**src/bpu_pkg.sv**
```systemverilog
// constants, field layouts and carriers of the breakpoint comparator unit
// assumes a single bus clock; cpu bus signals arrive on that same clock
//
// Summary of operation
// (RULE1) three comparators a, b and c each act as an independent hardware breakpoint.
// (RULE2) in full mode comparator a checks the address and comparator b the data, and both must agree.
// (RULE3) each comparator is set on its own to request a tag or a force breakpoint.
// (RULE4) no comparator fires while the device is in secure mode.
// (RULE5) no comparator fires while a background debug command is running.
// (RULE6) the unit has no pins; it sees only internal cpu buses and its registers.
// (RULE7) value bytes sit at offsets 0 to 5, control bytes at 6 to 8, status at 9.
// (RULE8) the status byte is read only; all value and control bytes read and write.
// (RULE9) each bit of a value byte sets whether the matching address bit must be 1 or 0.
// (RULE10) value and control bytes survive ordinary resets; only power-on reset loads them.
// (RULE11) the unit compares the full 16-bit address with no paging extension.
// (RULE12) with full mode set, comparator b low checks the data bus and b high is ignored.
// (RULE13) an enabled match sets its status flag and raises a tag or force request.
package bpu_pkg;

  // byte offsets: printed offsets are not all multiples of four, so address = 4 * index
  localparam logic [3:0] BPU_IDX_A_HI    = 4'h0;
  localparam logic [3:0] BPU_IDX_A_LO    = 4'h1;
  localparam logic [3:0] BPU_IDX_B_HI    = 4'h2;
  localparam logic [3:0] BPU_IDX_B_LO    = 4'h3;
  localparam logic [3:0] BPU_IDX_C_HI    = 4'h4;
  localparam logic [3:0] BPU_IDX_C_LO    = 4'h5;
  localparam logic [3:0] BPU_IDX_A_CTL   = 4'h6;
  localparam logic [3:0] BPU_IDX_B_CTL   = 4'h7;
  localparam logic [3:0] BPU_IDX_C_CTL   = 4'h8;
  localparam logic [3:0] BPU_IDX_FLAGS   = 4'h9;
  localparam logic [3:0] BPU_IDX_IRQ_MSK = 4'ha;
  localparam int         BPU_NUM_REGS    = 11;

  // control byte fields
  localparam int BPU_CTL_EN    = 7;
  localparam int BPU_CTL_RWEN  = 6;
  localparam int BPU_CTL_RW    = 5;
  localparam int BPU_CTL_TAG   = 4;
  localparam int BPU_CTL_FULL_MODE_ENABLE  = 1;
  localparam logic [7:0] BPU_CTL_A_MASK  = 8'hf3;
  localparam logic [7:0] BPU_CTL_BC_MASK = 8'hf0;

  // match_flags layout
  localparam int BPU_FLG_A = 2;
  localparam int BPU_FLG_B = 1;
  localparam int BPU_FLG_C = 0;

  // power-on values
  localparam logic [7:0] BPU_POR_A_HI = 8'hff;
  localparam logic [7:0] BPU_POR_A_LO = 8'hfe;
  localparam logic [7:0] BPU_POR_ZERO = 8'h00;

  localparam logic [1:0] BPU_RESP_OKAY   = 2'b00;
  localparam logic [1:0] BPU_RESP_SLVERR = 2'b10;

  typedef struct packed {
    logic [15:0] addr;
    logic [7:0]  data;
    logic        valid;
    logic        read;
  } bpu_cpu_bus_s;

  typedef struct packed {
    logic tag;
    logic force_req;
  } bpu_break_s;

endpackage

```
**src/bpu_top.sv**
```systemverilog
// breakpoint comparator unit: three comparators, axi4-lite register slave
// assumes cpu bus, secure and debug-busy inputs are on aclk; por_n is the power-on reset
`timescale 1ns/1ns
module bpu_top
  import bpu_pkg::*;
(
  // clock and resets
  input  wire logic         aclk,
  input  wire logic         aresetn,
  input  wire logic         por_n,
  // axi4-lite slave
  input  wire logic [5:0]   s_axi_awaddr,
  input  wire logic         s_axi_awvalid,
  output logic              s_axi_awready,
  input  wire logic [31:0]  s_axi_wdata,
  input  wire logic [3:0]   s_axi_wstrb,
  input  wire logic         s_axi_wvalid,
  output logic              s_axi_wready,
  output logic [1:0]        s_axi_bresp,
  output logic              s_axi_bvalid,
  input  wire logic         s_axi_bready,
  input  wire logic [5:0]   s_axi_araddr,
  input  wire logic         s_axi_arvalid,
  output logic              s_axi_arready,
  output logic [31:0]       s_axi_rdata,
  output logic [1:0]        s_axi_rresp,
  output logic              s_axi_rvalid,
  input  wire logic         s_axi_rready,
  // internal cpu side, no device pins [RULE6]
  input  wire bpu_cpu_bus_s cpu_bus,
  input  wire logic         secure_mode,
  input  wire logic         debug_cmd_busy,
  output bpu_break_s        brk_req,
  output logic              irq
);

  ////////////////////////////////////////////////////////////////////////////
  typedef struct packed {
    logic [2:0][7:0] hi;
    logic [2:0][7:0] lo;
    logic [2:0][7:0] ctl;
    logic [2:0]      flags;
    logic [2:0]      irq_mask;
    logic            aw_got;
    logic [3:0]      aw_idx;
    logic            aw_bad;
    logic            w_got;
    logic [7:0]      w_byte;
    logic            w_lane;
    logic            awready;
    logic            wready;
    logic            bvalid;
    logic [1:0]      bresp;
    logic            arready;
    logic            rvalid;
    logic [31:0]     rdata;
    logic [1:0]      rresp;
    bpu_break_s      brk;
    logic            irq;
  } bpu_state_s;

  bpu_state_s st_r;
  bpu_state_s st_nxt;

  logic [2:0] hit;
  logic [2:0] cmp_ok;
  logic       full_mode;
  logic       cmp_block;

  ////////////////////////////////////////////////////////////////////////////
  // comparators
  assign full_mode = st_r.ctl[0][BPU_CTL_FULL_MODE_ENABLE];
  assign cmp_block = secure_mode | debug_cmd_busy | ~cpu_bus.valid; // [RULE4] [RULE5]

  for (genvar i = 0; i < 3; i++) begin : g_cmp
    logic addr_eq;
    logic rw_eq;
    // full 16-bit address, no paging [RULE9] [RULE11]
    assign addr_eq = cpu_bus.addr == {st_r.hi[i], st_r.lo[i]};
    assign rw_eq   = ~st_r.ctl[i][BPU_CTL_RWEN] | (st_r.ctl[i][BPU_CTL_RW] == cpu_bus.read);
    assign cmp_ok[i] = rw_eq & st_r.ctl[i][BPU_CTL_EN] & ~cmp_block;
  end

  // in full mode b checks data only and a needs b's agreement [RULE2] [RULE12]
  assign hit[2] = full_mode ? (cmp_ok[0] & g_cmp[0].addr_eq & cpu_bus.data == st_r.lo[1])
                            : (cmp_ok[0] & g_cmp[0].addr_eq); // [RULE1]
  assign hit[1] = full_mode ? 1'b0 : (cmp_ok[1] & g_cmp[1].addr_eq);
  assign hit[0] = cmp_ok[2] & g_cmp[2].addr_eq;

  ////////////////////////////////////////////////////////////////////////////
  always_comb begin
    logic [3:0] ar_idx;
    logic [2:0] fired_tag;
    logic [2:0] fired_force;
    logic [2:0] flag_clr;
    ar_idx      = s_axi_araddr[5:2];
    fired_tag   = '0;
    fired_force = '0;
    flag_clr    = '0;
    st_nxt      = st_r;

    // tag or force per comparator [RULE3] [RULE13]
    for (int i = 0; i < 3; i++) begin
      if (hit[2 - i] && st_r.ctl[i][BPU_CTL_TAG]) begin
        fired_tag[i] = 1'b1;
      end else if (hit[2 - i]) begin
        fired_force[i] = 1'b1;
      end
    end
    st_nxt.brk.tag       = |fired_tag;
    st_nxt.brk.force_req = |fired_force;

    // write address and data, taken in either order
    st_nxt.awready = 1'b0;
    st_nxt.wready  = 1'b0;
    if (!st_r.aw_got && s_axi_awvalid && !st_r.awready) begin
      st_nxt.awready = 1'b1;
      st_nxt.aw_got  = 1'b1;
      st_nxt.aw_idx  = s_axi_awaddr[5:2];
      st_nxt.aw_bad  = s_axi_awaddr[5:2] >= 4'(BPU_NUM_REGS);
    end
    if (!st_r.w_got && s_axi_wvalid && !st_r.wready) begin
      st_nxt.wready = 1'b1;
      st_nxt.w_got  = 1'b1;
      st_nxt.w_byte = s_axi_wdata[7:0];
      st_nxt.w_lane = s_axi_wstrb[0];
    end

    // reading the status byte clears it; a new hit wins over that clear
    st_nxt.arready = 1'b0;
    if (!st_r.rvalid && s_axi_arvalid && !st_r.arready) begin
      st_nxt.arready = 1'b1;
      st_nxt.rvalid  = 1'b1;
      st_nxt.rresp   = BPU_RESP_OKAY;
      st_nxt.rdata   = '0;
      if (ar_idx == BPU_IDX_A_HI) begin
        st_nxt.rdata[7:0] = st_r.hi[0];
      end else if (ar_idx == BPU_IDX_A_LO) begin
        st_nxt.rdata[7:0] = st_r.lo[0];
      end else if (ar_idx == BPU_IDX_B_HI) begin
        st_nxt.rdata[7:0] = st_r.hi[1];
      end else if (ar_idx == BPU_IDX_B_LO) begin
        st_nxt.rdata[7:0] = st_r.lo[1];
      end else if (ar_idx == BPU_IDX_C_HI) begin
        st_nxt.rdata[7:0] = st_r.hi[2];
      end else if (ar_idx == BPU_IDX_C_LO) begin
        st_nxt.rdata[7:0] = st_r.lo[2];
      end else if (ar_idx == BPU_IDX_A_CTL) begin
        st_nxt.rdata[7:0] = st_r.ctl[0];
      end else if (ar_idx == BPU_IDX_B_CTL) begin
        st_nxt.rdata[7:0] = st_r.ctl[1];
      end else if (ar_idx == BPU_IDX_C_CTL) begin
        st_nxt.rdata[7:0] = st_r.ctl[2];
      end else if (ar_idx == BPU_IDX_FLAGS) begin
        st_nxt.rdata[2:0] = st_r.flags;
        flag_clr          = 3'b111;
      end else if (ar_idx == BPU_IDX_IRQ_MSK) begin
        st_nxt.rdata[2:0] = st_r.irq_mask;
      end else begin
        st_nxt.rresp = BPU_RESP_SLVERR;
      end
    end else if (st_r.rvalid && s_axi_rready) begin
      st_nxt.rvalid = 1'b0;
    end
    st_nxt.flags = (st_r.flags & ~flag_clr) | hit; // [RULE13]

    // commit once both halves are in; status byte ignores writes [RULE7] [RULE8]
    if (st_r.aw_got && st_r.w_got && !st_r.bvalid) begin
      st_nxt.aw_got = 1'b0;
      st_nxt.w_got  = 1'b0;
      st_nxt.bvalid = 1'b1;
      st_nxt.bresp  = st_r.aw_bad ? BPU_RESP_SLVERR : BPU_RESP_OKAY;
      if (st_r.w_lane) begin
        if (st_r.aw_idx == BPU_IDX_A_HI) begin
          st_nxt.hi[0] = st_r.w_byte;
        end else if (st_r.aw_idx == BPU_IDX_A_LO) begin
          st_nxt.lo[0] = st_r.w_byte;
        end else if (st_r.aw_idx == BPU_IDX_B_HI) begin
          st_nxt.hi[1] = st_r.w_byte;
        end else if (st_r.aw_idx == BPU_IDX_B_LO) begin
          st_nxt.lo[1] = st_r.w_byte;
        end else if (st_r.aw_idx == BPU_IDX_C_HI) begin
          st_nxt.hi[2] = st_r.w_byte;
        end else if (st_r.aw_idx == BPU_IDX_C_LO) begin
          st_nxt.lo[2] = st_r.w_byte;
        end else if (st_r.aw_idx == BPU_IDX_A_CTL) begin
          st_nxt.ctl[0] = st_r.w_byte & BPU_CTL_A_MASK;
        end else if (st_r.aw_idx == BPU_IDX_B_CTL) begin
          st_nxt.ctl[1] = st_r.w_byte & BPU_CTL_BC_MASK;
        end else if (st_r.aw_idx == BPU_IDX_C_CTL) begin
          st_nxt.ctl[2] = st_r.w_byte & BPU_CTL_BC_MASK;
        end else if (st_r.aw_idx == BPU_IDX_IRQ_MSK) begin
          st_nxt.irq_mask = st_r.w_byte[2:0];
        end
      end
    end else if (st_r.bvalid && s_axi_bready) begin
      st_nxt.bvalid = 1'b0;
    end

    st_nxt.irq = |(st_nxt.flags & st_nxt.irq_mask);
  end

  ////////////////////////////////////////////////////////////////////////////
  // comparator setup survives aresetn, only por_n reloads it [RULE10]
  always_ff @(posedge aclk) begin
    if (!por_n) begin
      st_r          <= '0;
      st_r.hi[0]    <= BPU_POR_A_HI;
      st_r.lo[0]    <= BPU_POR_A_LO;
      st_r.hi[1]    <= BPU_POR_ZERO;
      st_r.lo[1]    <= BPU_POR_ZERO;
      st_r.hi[2]    <= BPU_POR_ZERO;
      st_r.lo[2]    <= BPU_POR_ZERO;
    end else if (!aresetn) begin
      st_r          <= st_nxt;
      st_r.flags    <= '0;
      st_r.irq_mask <= '0;
      st_r.aw_got   <= 1'b0;
      st_r.w_got    <= 1'b0;
      st_r.awready  <= 1'b0;
      st_r.wready   <= 1'b0;
      st_r.bvalid   <= 1'b0;
      st_r.arready  <= 1'b0;
      st_r.rvalid   <= 1'b0;
      st_r.rdata    <= '0;
      st_r.brk      <= '0;
      st_r.irq      <= 1'b0;
      st_r.hi       <= st_r.hi;
      st_r.lo       <= st_r.lo;
      st_r.ctl      <= st_r.ctl;
    end else begin
      st_r <= st_nxt;
    end
  end

  assign s_axi_awready = st_r.awready;
  assign s_axi_wready  = st_r.wready;
  assign s_axi_bvalid  = st_r.bvalid;
  assign s_axi_bresp   = st_r.bresp;
  assign s_axi_arready = st_r.arready;
  assign s_axi_rvalid  = st_r.rvalid;
  assign s_axi_rdata   = st_r.rdata;
  assign s_axi_rresp   = st_r.rresp;
  assign brk_req       = st_r.brk;
  assign irq           = st_r.irq;

endmodule

```
**config.mk**
```make
export PLATFORM = sky130hd
export DESIGN_NAME = bpu_top
export DESIGN_NICKNAME = d
export VERILOG_FILES = /design/src/bpu_pkg.sv /design/src/bpu_top.sv
export SDC_FILE = /design/constraint.sdc
export NUM_CORES = 1
export LEC_CHECK = 0
export CAP_MARGIN = 20
export CORE_UTILIZATION = 45
export CTS_BUF_LIST = sky130_fd_sc_hd__clkbuf_8 sky130_fd_sc_hd__clkbuf_16
export CTS_CLUSTER_DIAMETER = 120
export DETAILED_ROUTE_END_ITERATION = 8
export DONT_BUFFER_PORTS = 1
export GPL_ROUTABILITY_DRIVEN = 1
export MAX_ROUTING_LAYER = met4
export PLACE_DENSITY = 0.69
export SKIP_LAST_GASP = 1
export SLEW_MARGIN = 20
export SYNTH_ARGS = -nofsm -noshare
export SYNTH_HDL_FRONTEND = slang
export SYNTH_SLANG_ARGS = --single-unit
```
**constraint.sdc**
```tcl
create_clock -name aclk -period 2.8 [get_ports aclk]
set_input_delay 0.28 -clock aclk [delete_from_list [all_inputs] [get_ports aclk]]
set_output_delay 0.28 -clock aclk [all_outputs]
set_load 0.05 [all_outputs]
```
* Word level (Yosys, flattened, before mapping)
Cells that the tools add are included.
** Word-level totals
- Memory bits (read-only) :: 0
- Memory bits (writable) :: 0
- Output and inout bits :: 44
- Latch bits :: 0
- Word-level logic and storage cells :: 196
- Memories :: 0
- Register bits after elaboration :: 104
** Cells by class
- Equality and inequality tests :: 26
- Bitwise operators :: 34
- Add/subtract/negate cells :: 0
- $mul :: 0
- Order comparisons :: 1
- Reduce and logical (&&, ||, !) cells :: 38
- Multiplexer cells :: 69
- Div/mod/pow operators :: 0
- Shift-type cells :: 0
** Operators by type and width (number)
- $mux 3 :: 25
- $mux 8 :: 8
- $eq 16x16->1 :: 3
- $eq 4x3->1 const B :: 8
- $mux 2 :: 14
- $eq 4x4->1 const B :: 5
- $mux 1 :: 18
- $eq 4x2->1 const B :: 4
- $not 1->1 :: 15
- $logic_and 1x1->1 :: 13
- $reduce_and 12->1 :: 1
- $reduce_or 3->1 :: 4
- $reduce_and 11->1 :: 1
- $and 1x1->1 :: 10
- $reduce_and 10->1 :: 1
- $mux 9 :: 1
- $reduce_and 9->1 :: 1
- $eq 4x1->1 const B :: 2
- $eq 8x8->1 :: 1
- $logic_not 4->1 :: 2
- $reduce_and 8->1 :: 1
- $logic_not 1->1 :: 7
- $reduce_and 7->1 :: 1
- $and 3x3->3 :: 2
- other kinds (13) :: 20

* Longest topological paths before layout
- Word-level depth :: 17
- Gate-level depth with buffers :: 8
- Gate-level depth less buffers :: 6

* Worst setup path after synthesis
OpenSTA, ideal clock, no wires.
- Kind :: reg-to-reg
- Start point :: register st_r, in the netlist s_axi_bvalid
- End point :: register st_r[114] in the netlist's numbering
- Data arrival time :: 1.946 ns
- Buffers on the path :: 2
- Setup slack :: 0.717 ns
- Stages on the path, launching flop included :: 9
- Required time :: 2.663 ns
- Library setup time :: 0.137 ns
- Clock period less this slack :: 2.083 ns
- Cell sequence :: dfxtp_1 -> and3b_1 -> nand3_1 -> or3_1 -> buf_2 -> or3_1 -> clkbuf_1 -> nand2_1 -> nand3_1
** On the way
- Word-level cells in the longest chain between the ends :: 3
** Ends and longest elaborated chain
- start, declared :: line bpu_top.sv:62 : bpu_state_s st_r;
- start signal, assigned :: line bpu_top.sv:215 : st_r <= st_nxt;
- start signal, assigned :: line bpu_top.sv:232 : st_r <= st_nxt;
- $logic_not 1->1 :: line bpu_top.sv:168 : if (st_r.aw_got && st_r.w_got && !st_r.bvalid) begin
- $logic_and 1x1->1 :: line bpu_top.sv:168
- $reduce_and 4->1 (no source line)
Every way passes these cells.
A chain may end at the register's enable or synchronous reset.

* Worst setup path after layout
- Start point :: register st_r[104] in the netlist's numbering
- End point :: register irq (netlist name)
** On the way
- Word-level cells in the longest chain between the ends :: 6
- Elaborated cells between the ends (all ways) :: 9
- Classes of those cells :: 2 x eq/ne; 2 x mux; 4 x bitwise; 1 x reduce/logical
** Ends and longest elaborated chain
- $eq 16x16->1 / $eq 8x8->1 (equally long branches) :: line bpu_top.sv:79, bpu_top.sv:85
- $and 1x1->1 (on tied branches) :: line bpu_top.sv:87, bpu_top.sv:85
- $mux 1 (on tied branches) :: line bpu_top.sv:87, bpu_top.sv:85
- $or 3x3->3 (*) :: line bpu_top.sv:165 : st_nxt.flags = (st_r.flags & ~flag_clr) | hit;
- $and 3x3->3 (*) :: line bpu_top.sv:200 : st_nxt.irq = |(st_nxt.flags & st_nxt.irq_mask);
- $reduce_or 3->1 (*) :: line bpu_top.sv:200
Every way passes the cells marked *; elsewhere a longest branch is shown, timed or not.

==> out/qor.txt <==
Final Max Slew Viols = 0
WP data arrival = 2.54 ns
Syn Inst Count = 621
Register area share after synthesis = 36.9%
Rel. slew slack = 47.3%
Detail Placement HPWL = 11.2 mm
Hold Slack = 0.0316 ns
Post-synthesis async set-or-reset flop share = 0%
Status = finished clean
Final RePlAce weighted congestion = 0.991
Layout area overhead = 3.80%
Overall die height = 113 um
CTS buffer count = 9
Antenna violations before repair = 0
Crit Path Max Fanout = 4
Number of fill cells = 1,151
Highest metal layer with signal wires = met4
Met2 WL = 6.82 mm
Critical Path Sink Type = flip-flop
Compound-Gate Fraction of Synth Area = 10.1%
Mapped cell area = 5540 um2
Largest family of logic cells by synthesized area = simple AND/OR/NAND/NOR gates
Chip width = 113 um
Simple-gate share of the synthesized area = 20.5%
Placed insts = 729
Filler-free cell count of the finished design = 746
FP Rows = 40
Crit path required time = 3.07 ns
Port bufs = 0
Number of setup violations in the final report = 0
HP Class = in -> reg
Via count of the first global-routing pass = 4,134
Nets = 679
Count of state elements after synthesis = 102
Max Cap Violations = 0
Critical path type = reg -> reg
Synth cell types = 50
Die area = 12,800 um2
Ys flop type = dfxtp_1
H-tree levels = 3
CTS tree = done
Fmax achieved = 439 MHz
M1 WL = 6.63 mm
Clock skew = 0.00969 ns
Ant. Diodes = 0
Syn avg cell area = 8.92 um2
Routed met3 length = 1.39 mm
Fin crit share = 81.4%
Static leakage = 2.23 nW
Post-route ant nets = 0
Post-route setup TNS = 0 ns
CTS clk-pin slew, worst paths = 0.07 ns
Worst-margin pin slew = 0.786 ns
Final worst path period need = 2.28 ns
Setup slack at placement = 0.629 ns
Core area = 12,000 um2
Clock Tree Buf Depth = 2
GRT overflow = 0
Setup WS post-layout = 0.520 ns
Clk sinks = 102
Clock Latency Late Sink = 0.35 ns
RSZ-0062 raised after global routing = false
Post-DR vias/cell = 5.75
CTS root buf = clkbuf_16
Layout cells sized above 1 = 5.51%
Critical path's slowest cell = a2111oi_0
Wire per inst = 20.5 um
Hold Violations, Final = 0
Vias = 4,290
Post-Synth XOR/XNOR Area = 9.33%
Drt pass-1 iters = 5
Tot Pwr = 0.00296 W
IO Pins = 128
Post-CTS setup buffers = 0
EDFF count, synth = 0
Yosys warnings = 0
Post-Synth Adder-Cell Area = 0%
Largest net degree at the start of global routing = 76
Max IR drop VDD = 316 uV
Critical path cell sequence = xor2_1, nor4_1, nand2_1, a2111oi_0, buf_4, a21oi_1, o2111ai_1
Max incr delay on CP = 0.63 ns
Routed wire length = 15.3 mm
First-pass GRT wire length = 23.6 mm
Cell Pwr Density = 516 nW/um2
# DRC = 0
Startpoint types = flip-flop
Total Routing Usage GR = 25.7%
Drt first-iter violations = 360
Starting Density = 46.1%
Post-synthesis mux area share = 14.6%
## cells by family after synthesis
| kind of cell | count (synthesis) |
|---|---|
| and+or+nand+nor | 205 |
| DFF | 102 |
| AOI/OAI and AO/OA | 88 |
| buffers and inverters | 87 |
| muxes | 79 |
| xor gates and xnor gates | 59 |
| other | 1 |
## worst paths after layout
path                            startpoint             end  slack, ns  cells past startpoint
worst max-delay path             st_r[104]             irq       0.52                      7
worst min-delay path                 por_n        st_r[91]       0.03                      1
worst max register to register   st_r[104]             irq       0.52                      7
worst min register to register    st_r[54]  s_axi_bresp[1]       0.47                      2
## cell usage in the layout, fill, tap and decap left out, types with 4 or more instances in the layout
cell	count
o211ai_1	4
mux2i_1	74
o21ai_0	11
buf_4	8
a221oi_1	5
conb_1	26
and2_1	4
nand2_1	54
nand2b_1	7
nor2b_1	60
mux2_2	4
nor2_1	15
o221ai_1	4
nand3_1	20
clkbuf_16	9
nand3b_1	5
nand4_1	6
inv_1	17
nor3_1	4
nor3b_1	4
a21boi_0	9
a21oi_1	37
o22ai_1	5
xor2_1	48
dfxtp_1	102
xnor2_1	11
or3_1	4
nor4_1	11
## cells in the mapped netlist (2+ instances only)
library cell	instances	area share, %
nand2_1	54	3.7
o221ai_1	4	0.63
nor2b_1	60	6.8
mux2i_1	74	13
a2111oi_0	2	0.32
xor2_1	48	7.6
nand2b_1	7	0.79
a31oi_1	2	0.23
buf_2	3	0.27
a22o_1	2	0.32
or3_1	4	0.45
nand3_1	20	1.8
nand4_1	6	0.68
nand3b_1	5	0.68
o21ai_0	11	0.99
a21oi_1	37	3.3
nor4_1	11	1.2
and3_1	2	0.23
a21boi_0	9	1.2
o22ai_1	5	0.56
nor3_1	4	0.36
a221oi_1	5	0.79
xnor2_1	11	1.7
inv_1	15	1.0
buf_4	39	5.3
dfxtp_1	102	37
o211ai_1	4	0.54
nor2_1	15	1.0
nor3b_1	5	0.68
and2_1	4	0.45
mux2_2	4	0.81
clkbuf_1	28	1.9
buf_1	2	0.14
## sequential cells by signal, summed over array words and instances (netlist names)
signal         count
s_axi_bvalid       1
s_axi_wready       1
st_r              83
irq                1
s_axi_rvalid       1
s_axi_rresp        1
s_axi_awready      1
s_axi_rdata        8
brk_req            2
s_axi_arready      1
full_mode          1
s_axi_bresp        1
## power by group
| group | internal [W] | leakage [nW] | switching, W |
|---|---|---|---|
| Clock | 0.000616 | 0.137 | 0.000550 |
| Sequential | 0.00147 | 0.826 | 0.0000636 |
| Combinational | 0.0000928 | 1.26 | 0.000171 |
| Total | 0.00218 | 2.23 | 0.000784 |
## layout make-up
cell class | count | area (um2) | area share (%)
Sequential cell | 102 | 2040 | 35.5
Tap cell | 147 | 184 | 3.20
Multi-Input combinational cell | 457 | 3120 | 54.2
Clock inverter | 5 | 28.8 | 0.501
Timing Repair Buffer | 10 | 80.1 | 1.39
Clock buffer | 10 | 239 | 4.16
Inverter | 15 | 56.3 | 0.980
## timing repair
action,CTS,global route
hold endpoints to repair,6,1
endpoints found under the setup margin,0,0
hold buffers,1,1
resized for setup,0,0
## layer usage
layer  up-vias  global-route usage, %
met5         -                      -
met4         0                   9.65
met3        32                   8.30
met2       197                   38.6
met1      2041                   32.2
li1       2020                      -
## worst max-delay path: cells and delay by family, from the launching register on
kind,cells,cell delay (ns)
compound gates,3,0.89
flops,1,0.49
simple gates,2,0.46
buf+inv,1,0.24
xor+xnor,1,0.12
## stage by stage
step	instance area (um2)	util, %
final	5750	47.8
after global routing	5750	47.8
after CTS	5740	47.8
after detailed placement	5460	45.4
after global placement	5460	45.4
after floorplan	5630	-
No activity file was read; power rests on OpenSTA's default activity.
